[src/core/srp_pkg.sv]
package srp_pkg;
   // ============================================================
   // Register map
   localparam logic [7:0] REG_SER_DRV = 8'h54;
   localparam logic [7:0] REG_PULSE_GEN = 8'h5a;
   localparam logic [7:0] REG_SYNC_IN = 8'h5b;
   localparam logic [7:0] REG_TIMER_LO = 8'h5c;
   localparam logic [7:0] REG_TIMER_HI = 8'h5d;
   localparam logic [7:0] REG_CLK_IN = 8'h64;
   localparam logic [7:0] REG_DLY_COMMON = 8'h65;
   // ============================================================
   // Field positions and reset values
   localparam int DRV_EN_BIT = 0;
   localparam int DRV_PP_BIT = 1;
   localparam int SYNC_POL_BIT = 0;
   localparam int SYNC_RETIME_BIT = 2;
   localparam int CLK_DIV2_BIT = 1;
   localparam logic [7:0] RST_SER_DRV = 8'h00;
   localparam logic [7:0] RST_PULSE_GEN = 8'h00;
   localparam logic [7:0] RST_SYNC_IN = 8'h00;
   localparam logic [7:0] RST_TIMER_LO = 8'h00;
   localparam logic [7:0] RST_TIMER_HI = 8'h00;
   localparam logic [7:0] RST_CLK_IN = 8'h00;
   localparam logic [7:0] RST_DLY_COMMON = 8'h00;
   localparam logic [7:0] MASK_SER_DRV = 8'h03;
   localparam logic [7:0] MASK_PULSE_GEN = 8'h07;
   localparam logic [7:0] MASK_SYNC_IN = 8'h05;
   localparam logic [7:0] MASK_TIMER_HI = 8'h0f;
   localparam logic [7:0] MASK_CLK_IN = 8'h03;
   localparam logic [7:0] MASK_DLY_COMMON = 8'h01;
   // ============================================================
   // Pulse generator modes
   typedef enum logic [2:0]
   {
      PM_LEVEL = 3'h0,
      PM_ONE = 3'h1,
      PM_TWO = 3'h2,
      PM_FOUR = 3'h3,
      PM_EIGHT = 3'h4,
      PM_SIXTEEN = 3'h5,
      PM_SIXTEEN_B = 3'h6,
      PM_CONT = 3'h7
   } srp_mode_e;
   localparam int GIN_SEL_PULSE_REQ = 4;
   localparam logic [2:0] GIN_SEL_PULSE = 3'h4;
endpackage

[src/core/srp_cfg_if.sv]
`timescale 1ns/1ps
// Configuration carried from the register bank to the pulse engine.
interface srp_cfg_if;
   logic [2:0] mode;
   logic [11:0] setpoint;
   logic request;
   logic sysref;
   logic busy;
   modport bank (output mode, output setpoint, output request,
      input sysref, input busy);
   modport engine (input mode, input setpoint, input request,
      output sysref, output busy);
endinterface

[src/core/srp_pulse_engine.sv]
`timescale 1ns/1ps
module srp_pulse_engine
(
   input wire logic clk_i,  // System clock
   input wire logic srst_i, // Synchronous reset
   srp_cfg_if.engine cfg    // Configuration and output
);
   import srp_pkg::*;

   typedef enum logic [1:0]
   {
      ST_IDLE = 2'h0,
      ST_RUN = 2'h1,
      ST_DONE = 2'h2
   } srp_state_e;

   // ============================================================
   // Master timer beat
   logic [11:0] beat_cnt_reg;
   logic beat;
   assign beat = (beat_cnt_reg == 12'h000);
   always_ff @(posedge clk_i)
   begin
      if (srst_i || beat)
         beat_cnt_reg <= cfg.setpoint;
      else
         beat_cnt_reg <= beat_cnt_reg - 12'h001;
   end

   // ============================================================
   // Burst sequencing
   srp_state_e state_reg, state_next;
   logic sysref_reg;
   logic [5:0] edge_cnt_reg;
   logic [5:0] burst_edges;
   logic is_level, is_cont, is_burst, run_req, last_edge;
   srp_mode_e mode;
   assign mode = srp_mode_e'(cfg.mode);
   assign is_level = (mode == PM_LEVEL);
   assign is_cont = (mode == PM_CONT);
   assign is_burst = !is_level && !is_cont;
   // Two toggles per pulse; codes 5 and 6 both give sixteen pulses.
   assign burst_edges = (mode == PM_ONE) ? 6'h02 :
                        (mode == PM_TWO) ? 6'h04 :
                        (mode == PM_FOUR) ? 6'h08 :
                        (mode == PM_EIGHT) ? 6'h10 : 6'h20;
   // A mode change in mid-burst must not let the count run past its end.
   assign last_edge = (edge_cnt_reg >= burst_edges - 6'h01);
   assign run_req = is_cont || cfg.request;

   always_comb
   begin
      state_next = state_reg;
      unique case (state_reg)
         ST_IDLE:
            if (run_req)
               state_next = ST_RUN;
         ST_RUN:
            if (is_level && !cfg.request && !sysref_reg)
               state_next = ST_IDLE;
            else if (is_burst && beat && last_edge)
               state_next = ST_DONE;
         ST_DONE:
            if (!cfg.request)
               state_next = ST_IDLE;
         default:
            state_next = ST_IDLE;
      endcase
   end

   always_ff @(posedge clk_i)
   begin
      if (srst_i)
      begin
         state_reg <= ST_IDLE;
         sysref_reg <= 1'b0;
         edge_cnt_reg <= 6'h00;
      end
      else
      begin
         state_reg <= state_next;
         if (state_reg == ST_RUN && beat && state_next == ST_RUN)
         begin
            sysref_reg <= ~sysref_reg;
            // Only bursts count, so a later burst starts from zero.
            edge_cnt_reg <= is_burst ? edge_cnt_reg + 6'h01 : 6'h00;
         end
         else if (state_next != ST_RUN)
         begin
            sysref_reg <= 1'b0;
            edge_cnt_reg <= 6'h00;
         end
      end
   end

   assign cfg.sysref = sysref_reg;
   assign cfg.busy = (state_reg == ST_RUN);

   // ============================================================
   // Checks
   burst_stop_a: assert property (
      @(posedge clk_i) disable iff (srst_i)
      state_reg == ST_DONE |-> !sysref_reg)
      else $error("Output high after burst end.");
   level_stop_a: assert property (
      @(posedge clk_i) disable iff (srst_i)
      is_level && !cfg.request && !sysref_reg && state_reg == ST_RUN
      |=> state_reg == ST_IDLE)
      else $error("Level mode did not stop.");
   edge_bound_a: assert property (
      @(posedge clk_i) disable iff (srst_i)
      is_burst |-> edge_cnt_reg <= burst_edges)
      else $error("Burst exceeded its edge count.");
   toggle_beat_a: assert property (
      @(posedge clk_i) disable iff (srst_i)
      $changed(sysref_reg) && sysref_reg |-> $past(beat))
      else $error("Output rose off the beat.");
   cont_run_a: assert property (
      @(posedge clk_i) disable iff (srst_i)
      is_cont && $past(is_cont) && $past(cfg.busy) |-> cfg.busy)
      else $error("Continuous mode ended.");
   burst_c: cover property (@(posedge clk_i) state_reg == ST_DONE);
   cont_c: cover property (@(posedge clk_i)
      is_cont && sysref_reg ##1 !sysref_reg);
   level_c: cover property (@(posedge clk_i)
      is_level && state_reg == ST_RUN ##1 state_reg == ST_IDLE);
endmodule

[src/core/srp_bank.sv]
`timescale 1ns/1ps
// Operation
// - Mode 000: generator runs while a pulse request is held, and stops at the first low output after it drops.
// - Modes 001..101 burst 1,2,4,8,16 pulses; 110 also bursts 16.
// - Mode 111 toggles continuously at even duty until mode changes.
// - Retime bit set resamples sync input; clear passes it straight.
// - Polarity bit 0 positive, 1 inverts; software keeps it 0 normally.
// - Twelve-bit setpoint across two registers sets master beat rate.
// - Driver bit 0 enables output, bit 1 picks push-pull over drain.
// - Clock control bit 1 inserts divide-by-two on the clock path.
module srp_bank
(
   input wire logic CLK_I,              // 125 MHz clock
   input wire logic SRST_I,             // Synchronous reset
   input wire logic WR_EN_I,            // Host register write strobe
   input wire logic [7:0] ADDR_I,       // Host register address
   input wire logic [7:0] WDATA_I,      // Host write data
   output logic [7:0] RDATA_O,          // Host read data, registered
   input wire logic HOST_PULSE_REQ_I,   // Pulse request from host port
   input wire logic GENERAL_INPUT_PIN_I, // General input pin level
   input wire logic [2:0] GENERAL_INPUT_SEL_I, // Input pin function
   input wire logic SYNC_PIN_I,         // External sync input
   input wire logic SERIAL_DATA_I,      // Serial read data to drive out
   output logic SERIAL_DATA_OUT_PIN_O,  // Serial data pin output
   output logic SERIAL_DATA_OUT_PIN_OE_O, // Serial data pin enable
   output logic SYSREF_O,               // Reference pulse output
   output logic SYNC_EVENT_O,           // Sync event, polarity applied
   output logic CLK_DIV_EN_O,           // Divide-by-two clock enable
   output logic LOW_FREQ_BIAS_O,        // Low frequency input bias
   output logic DLY_LOW_POWER_O,        // Analog delay low power
   output logic BUSY_O                  // Generator running
);
   import srp_pkg::*;

   // ============================================================
   // Registers
   logic [7:0] drv_reg, pgen_reg, sync_reg, tlo_reg, thi_reg;
   logic [7:0] clk_reg, dly_reg, rdata_reg, rdata_next;
   logic [7:0] wd;
   assign wd = WDATA_I;

   always_ff @(posedge CLK_I)
   begin
      if (SRST_I)
      begin
         drv_reg <= RST_SER_DRV;
         pgen_reg <= RST_PULSE_GEN;
         sync_reg <= RST_SYNC_IN;
         tlo_reg <= RST_TIMER_LO;
         thi_reg <= RST_TIMER_HI;
         clk_reg <= RST_CLK_IN;
         dly_reg <= RST_DLY_COMMON;
      end
      else if (WR_EN_I)
      begin
         unique case (ADDR_I)
            REG_SER_DRV: drv_reg <= wd & MASK_SER_DRV;
            REG_PULSE_GEN: pgen_reg <= wd & MASK_PULSE_GEN;
            REG_SYNC_IN: sync_reg <= wd & MASK_SYNC_IN;
            REG_TIMER_LO: tlo_reg <= wd;
            REG_TIMER_HI: thi_reg <= wd & MASK_TIMER_HI;
            REG_CLK_IN: clk_reg <= wd & MASK_CLK_IN;
            REG_DLY_COMMON: dly_reg <= wd & MASK_DLY_COMMON;
            default: ;
         endcase
      end
   end

   // Unmapped addresses read as zero.
   assign rdata_next = (ADDR_I == REG_SER_DRV) ? drv_reg :
                       (ADDR_I == REG_PULSE_GEN) ? pgen_reg :
                       (ADDR_I == REG_SYNC_IN) ? sync_reg :
                       (ADDR_I == REG_TIMER_LO) ? tlo_reg :
                       (ADDR_I == REG_TIMER_HI) ? thi_reg :
                       (ADDR_I == REG_CLK_IN) ? clk_reg :
                       (ADDR_I == REG_DLY_COMMON) ? dly_reg : 8'h00;
   always_ff @(posedge CLK_I)
   begin
      if (SRST_I)
         rdata_reg <= 8'h00;
      else
         rdata_reg <= rdata_next;
   end
   assign RDATA_O = rdata_reg;

   // ============================================================
   // Sync input path
   logic sync_pol, sync_retimed_reg, sync_sel;
   assign sync_pol = SYNC_PIN_I ^ sync_reg[SYNC_POL_BIT];
   always_ff @(posedge CLK_I)
   begin
      if (SRST_I)
         sync_retimed_reg <= 1'b0;
      else
         sync_retimed_reg <= sync_pol;
   end
   // Bypass leaves the event unaligned to the clock, by intent.
   assign sync_sel = sync_reg[SYNC_RETIME_BIT] ? sync_retimed_reg
                                               : sync_pol;
   assign SYNC_EVENT_O = sync_sel;

   // ============================================================
   // Pulse request and engine
   logic gin_req, pulse_req;
   assign gin_req = GENERAL_INPUT_PIN_I
                    && (GENERAL_INPUT_SEL_I == GIN_SEL_PULSE);
   assign pulse_req = gin_req || HOST_PULSE_REQ_I || sync_sel;

   srp_cfg_if cfg ();
   assign cfg.mode = pgen_reg[2:0];
   assign cfg.setpoint = {thi_reg[3:0], tlo_reg};
   assign cfg.request = pulse_req;

   srp_pulse_engine u_engine
   (
      .clk_i(CLK_I),
      .srst_i(SRST_I),
      .cfg(cfg)
   );
   assign SYSREF_O = cfg.sysref;
   assign BUSY_O = cfg.busy;

   // ============================================================
   // Serial data driver
   // Open-drain only pulls low; a high level comes from the pull-up.
   logic drv_on, drv_pp;
   assign drv_on = drv_reg[DRV_EN_BIT];
   assign drv_pp = drv_reg[DRV_PP_BIT];
   assign SERIAL_DATA_OUT_PIN_O = drv_pp ? SERIAL_DATA_I : 1'b0;
   assign SERIAL_DATA_OUT_PIN_OE_O = drv_on
                                     && (drv_pp || !SERIAL_DATA_I);

   // ============================================================
   // Clock input controls
   assign CLK_DIV_EN_O = clk_reg[CLK_DIV2_BIT];
   assign LOW_FREQ_BIAS_O = clk_reg[0];
   assign DLY_LOW_POWER_O = dly_reg[0];

   // ============================================================
   // Checks
   drv_off_a: assert property (
      @(posedge CLK_I) disable iff (SRST_I)
      !drv_reg[DRV_EN_BIT] |-> !SERIAL_DATA_OUT_PIN_OE_O)
      else $error("Driver enabled while off.");
   od_low_a: assert property (
      @(posedge CLK_I) disable iff (SRST_I)
      SERIAL_DATA_OUT_PIN_OE_O && !drv_reg[DRV_PP_BIT]
      |-> !SERIAL_DATA_OUT_PIN_O)
      else $error("Open drain drove high.");
   div2_a: assert property (
      @(posedge CLK_I) disable iff (SRST_I)
      WR_EN_I && ADDR_I == REG_CLK_IN
      |=> CLK_DIV_EN_O == $past(WDATA_I[1]))
      else $error("Divide select not taken.");
   retime_a: assert property (
      @(posedge CLK_I) disable iff (SRST_I)
      sync_reg[SYNC_RETIME_BIT] && $past(sync_reg[SYNC_RETIME_BIT])
      |-> SYNC_EVENT_O == $past(sync_pol))
      else $error("Retimed sync mismatch.");
   polarity_a: assert property (
      @(posedge CLK_I) disable iff (SRST_I)
      !sync_reg[SYNC_RETIME_BIT] |-> SYNC_EVENT_O ==
      (SYNC_PIN_I ^ sync_reg[SYNC_POL_BIT]))
      else $error("Sync polarity wrong.");
   wr_c: cover property (@(posedge CLK_I) WR_EN_I && ADDR_I == REG_TIMER_HI);
   drv_c: cover property (@(posedge CLK_I)
      SERIAL_DATA_OUT_PIN_OE_O && SERIAL_DATA_OUT_PIN_O);
endmodule

[config.mk]
export PLATFORM = sky130hd
export DESIGN_NAME = srp_bank
export DESIGN_NICKNAME = d
export VERILOG_FILES = /design/src/core/srp_pkg.sv /design/src/core/srp_cfg_if.sv /design/src/core/srp_pulse_engine.sv /design/src/core/srp_bank.sv
export SDC_FILE = /design/constraint.sdc
export NUM_CORES = 1
export LEC_CHECK = 0
export BUFFER_PORTS_ARGS = -buffer_cell sky130_fd_sc_hd__buf_2
export CORE_ASPECT_RATIO = 1.75
export CORE_UTILIZATION = 40
export CTS_CLUSTER_DIAMETER = 150
export DETAILED_ROUTE_END_ITERATION = 6
export MAX_ROUTING_LAYER = met4
export PLACE_DENSITY = 0.62
export SKIP_CTS_REPAIR_TIMING = 1
export SLEW_MARGIN = 20
export SYNTH_ARGS = -nofsm -noshare
export SYNTH_HDL_FRONTEND = slang
export SYNTH_SLANG_ARGS = --single-unit
export TNS_END_PERCENT = 50
[constraint.sdc]
create_clock -name CLK_I -period 2.05 [get_ports CLK_I]
set_clock_uncertainty 0.15 [all_clocks]
set_input_delay 0.41 -clock CLK_I [delete_from_list [all_inputs] [get_ports CLK_I]]
set_output_delay 0.41 -clock CLK_I [all_outputs]
set_load 0.01 [all_outputs]
After elaboration in Yosys (flattened, before gate mapping)
Index checks and enable logic that the tools add are counted.

Add/subtract/negate cells: 3. Multiply operators: 0. Divide/modulo/power cells: 0. Order comparisons: 1. Equality and inequality tests: 17. Shifts and indexed selects: 0. Mux-type cells: 24. Bitwise operators: 2. Reductions and logical operators: 32.

Operators with widths (count): 8-bit by 7-bit equality test with 1-bit output (second input constant) (7); 6-bit 2-to-1 mux (7); 2-bit AND reduction (7); 12-bit logical NOT (1); 12-bit 2-to-1 mux (1); 2-bit 2-to-1 mux (6); 12-bit by 1-bit subtractor with 12-bit output (second input constant) (1); 3-bit equality test (second input constant) (3); 1-bit logical AND (9); 8-bit 2-to-1 mux (1); 6-bit by 1-bit adder with 6-bit output (second input constant) (1); 3-bit by 2-bit equality test with 1-bit output (second input constant) (2); 6-bit >= comparator (1); 3-bit 2-to-1 mux (2); 2-bit case mux with 3 select lines (1); 6-bit by 1-bit subtractor with 6-bit output (second input constant) (1); 1-bit logical NOT (5); 1-bit logical OR (5); 1-bit 2-to-1 mux (5); 2-bit by 1-bit equality test with 1-bit output (second input constant) (2); 4-bit 2-to-1 mux (1); 4-bit OR reduction (1); 3-bit by 1-bit equality test with 1-bit output (second input constant) (1); 3-bit logical NOT (1); other kinds (7) (7).

Bits in registers: 52. Latch bits: 0. RAM bits: 0. ROM bits: 0. Input bits: 26. Output and inout bits: 16. Word-level logic and storage cells: 94. Memories kept: 0.

Longest topological paths before layout
Depth after elaboration: 14. Depth in mapped cells: 8. Gate-level depth less buffers: 8.

By module
From an unflattened synthesis, not the netlist that was laid out.

Cell total of the unflattened synthesis: 290. Area, all modules: 2598.7 um^2.

By module, submodules not included: srp_bank (times used 1, cells each 147, area each 1415.1 um^2, seq. area each 620.6 um^2); srp_pulse_engine (times used 1, cells each 143, area each 1183.6 um^2, seq. area each 420.4 um^2).

Worst setup path after synthesis
Ideal clock, no wire load.

Path type: register to register. From: reg u_engine.beat_cnt_reg[5]. To: reg u_engine.edge_cnt_reg[2]. Setup time: 67 ps. Data arrival time: 1854 ps. Required time: 1833 ps. Slack: -21 ps. Stages on the path, launching flop included: 6. Path buffers: 0. Period minus slack after synthesis: 2071 ps. Cells stage by stage: dfxtp_1 or4_4 nor4_4 nand3_2 or3b_1 a21oi_2.

Cells in the longest elaborated chain, start to end: 9. Elaborated cells between the ends (all ways): 12. Those cells by class: eq/ne (2); mux (4); reduce/logical (6).

Ends and longest elaborated chain: start: declaration (RTL line srp_pulse_engine.sv:19) `logic [11:0] beat_cnt_reg;`; start signal: assignment (RTL line srp_pulse_engine.sv:25) `beat_cnt_reg <= cfg.setpoint;`; start signal: assignment (RTL line srp_pulse_engine.sv:27) `beat_cnt_reg <= beat_cnt_reg - 12'h001;`; 12-bit logical NOT * (RTL line srp_pulse_engine.sv:21) `assign beat = (beat_cnt_reg == 12'h000);`; 1-bit logical AND (2 in series) (RTL line srp_pulse_engine.sv:61) `else if (is_burst && beat && last_edge)`; 2-bit 2-to-1 mux (RTL line srp_pulse_engine.sv:61); 2-bit 2-to-1 mux (RTL line srp_pulse_engine.sv:59) `if (is_level && !cfg.request && !sysref_reg)`; 2-bit case mux with 3 select lines (RTL line srp_pulse_engine.sv:54) `unique case (state_reg)`; 2-bit by 1-bit equality test with 1-bit output (RTL line srp_pulse_engine.sv:82) `if (state_reg == ST_RUN && beat && state_next == ST_RUN)`; 1-bit logical AND (RTL line srp_pulse_engine.sv:82); 6-bit 2-to-1 mux / 2-bit nonzero test (equally long branches); end signal: assignment (RTL line srp_pulse_engine.sv:86) `edge_cnt_reg <= is_burst ? edge_cnt_reg + 6'h01 : 6'h00;`; end: declaration (RTL line srp_pulse_engine.sv:34) `logic [5:0] edge_cnt_reg;`.

Mark *: on every way between the ends. The rest lies on a longest branch, timed or not. A chain may end at the register's enable or synchronous reset.

Final worst setup path
From: reg u_engine.beat_cnt_reg[10]. To: reg u_engine.edge_cnt_reg[2].

Same word-level chain as after synthesis.

==> reports/summary.txt <==
Pwr Density - 612 nW/um^2
core footprint - 5970 um^2
# setup viols final - 8
Max-slew headroom - 65.4%
DRT Pass-1 Iters - 4
Area contributors post-synth - dfxtp_1 42%, a21oi_1 6.6%, nor2_1 6.4%
drt first-iter violations - 101
wire per inst - 13.7 um
setup TNS - -0.481 ns
first-pass GRT wire length - 9670 um
boundary pin count - 42
routed vias/inst - 5.30
CP Capture Type - flip-flop
# port buffers - 41
Reg area - 1050 um^2
Final WS setup - -0.0866 ns
Largest register FFs - 12
HP Class - input pin to flip-flop
proportion of layout cells with a drive suffix above 1 - 28.5%
max-cap violations - 0
fin crit period - 2.14 ns
Post-Synthesis Cell Area - 2500 um^2
DRC - 0
maximum root-to-sink buffer count - 2
critical path type - flip-flop to flip-flop
Worst Path Arrival - 2.23 ns
RSZ-0062 raised after global routing - yes
Final ANT Viol Nets - 0
gpl congestion - 0.834
htree depth - 2
Seq/Total Area, Yosys - 41.6%
largest net degree at the start of global routing - 25
global route total overflow - 0
critical-path cell list - or4_4 > nor4_4 > nand3_2 > or3b_1 > a21oi_2
Synth cell types - 47
root buf cell - clkbuf_8
leakage dissipation - 0.00127 uW
HPWL after detailed placement - 4440 um
worst-path fanout max - 5
Routed WL - 6030 um
CP max stage delay - 0.53 ns
final net count - 396
Final Cycle Share - 104%
Top FF cell, synth - dfxtp_1
number of global-route vias before repair - 2169
area grow syn2layout - 26.0%
commonest non-fill, non-tap cell in the layout - dfxtp_1
status - finished, violations left
CTS tree - built
worst setup path startpoint - u_engine.beat_cnt_reg[10]
Slew Limit Fails - 0
die width - 61.8 um
achievable frequency - 468 MHz
Num CTS Buffers - 5
fin util - 52.8%
WHS - 0.193 ns
DIE AREA - 6590 um^2
Multi-input gate area - 1470 um^2
Post-Syn Area per Cell - 8.46 um^2
vias post-DR - 2333
Final Hold Vio Count - 0
row cnt - 37
Worst path slowest cell - or4_4
initial antenna violation count - 0
post-synth top area cell - dfxtp_1
Seq cells post-synth - 52
Startpoint Class - flip-flop
ant diodes - 0
number of synthesis warnings - 0
All-Layer GR Usage - 20.2%
syn nets - 330
Clock Sinks - 52
Syn Inst Count - 296
CP required - 2.15 ns
Die Y-Extent - 107 um
Initial Utilization - 41.9%
clk slew on worst S/H paths - 0.09 ns
Synth top area share - 41.6%
worst skew pair latency - 0.30 ns
HP Start - WDATA_I[4]
total power - 1930 uW
number of synthesized flops with an enable pin - 0
Fillers - 566
failing checks - negative setup slack
worst r2r src - u_engine.beat_cnt_reg[10]
Async S/R FF share, synth - 0%
most frequent cells in the layout - 47 x dfxtp_1, 41 x buf_2, 35 x nor2_1
Worst-Margin Slew - 0.505 ns
Max IR drop VDD - 0.507 mV
==> final cells by class <==
type,count,area share [%]
clock buffers,7,3.05
flip-flops and latches,52,33.2
well taps,78,3.09
multi-input cells,229,46.6
repair buffers,68,13.4
inverters,6,0.714
==> cell usage after synthesis, types with 2 or more instances <==
library cell,count
or3_1,6
inv_1,6
o22ai_1,2
nor2_1,43
dfxtp_1,52
nand2_1,23
a2111oi_0,2
and3_1,4
nor3_1,7
xnor2_1,8
and2_1,7
ha_1,8
nand4_1,2
o21ai_0,18
nand2b_1,5
nand3_1,9
a21oi_2,2
nand4b_1,3
or4_4,2
clkbuf_1,8
a21oi_1,33
nor2b_1,4
xor2_1,5
mux2i_1,14
==> cells by family (layout without fill, tap and decap cells) <==
logic type | Yosys count | in the layout | share of synthesized area, %
simple gates | 125 | 125 | 26.2
mux | 15 | 15 | 6.05
xor+xnor | 13 | 13 | 4.55
fa+ha+maj | 8 | 8 | 4.00
compound gates | 67 | 67 | 15.2
flops | 52 | 52 | 41.6
buf+inv | 15 | 81 | 2.25
other cells | 1 | 1 | 0.150
==> report_power, final <==
part / switching, uW / internal [uW] / leakage, uW / total [uW]
sequential: 20.9 / 1040 / 0.000425 / 1060
combinational: 133 / 114 / 0.000798 / 247
clock: 324 / 301 / 0.0000503 / 625
==> metrics by stage <==
step | std cells | worst slack [ns] | instance area [um^2]
6_report | 440 | -0.0866 | 3160
5_1_grt | 440 | -0.207 | 3160
4_1_cts | 438 | -0.0754 | 3060
3_5_place_dp | 431 | -0.0472 | 2960
3_3_place_gp | 431 | -0.0193 | 2960
2_1_floorplan | 296 | 0.0122 | 2500
==> worst paths after layout <==
path / end / slack, ns / cells past startpoint
max: u_engine.edge_cnt_reg[2] / -0.09 / 5
min: tlo_reg[4] / 0.19 / 3
max reg2reg: u_engine.edge_cnt_reg[2] / -0.09 / 5
min reg2reg: drv_reg[0] / 0.33 / 2
==> critical path: cells and delay by family, from the launching register on <==
kind / cells / cell delay [ns]
compound gates: 1 / 0.13
flops: 1 / 0.34
simple gates: 4 / 1.46
==> metal layers <==
layer | wire (um) | track usage (%) | vias to the layer above
li1 | - | - | 1173
met1 | 2460 | 22.2 | 1089
met2 | 3150 | 33.3 | 53
met3 | 169 | 3.14 | 18
met4 | 246 | 11.0 | 0
met5 | 0 | - | -
(Power assumes the default switching activity.)
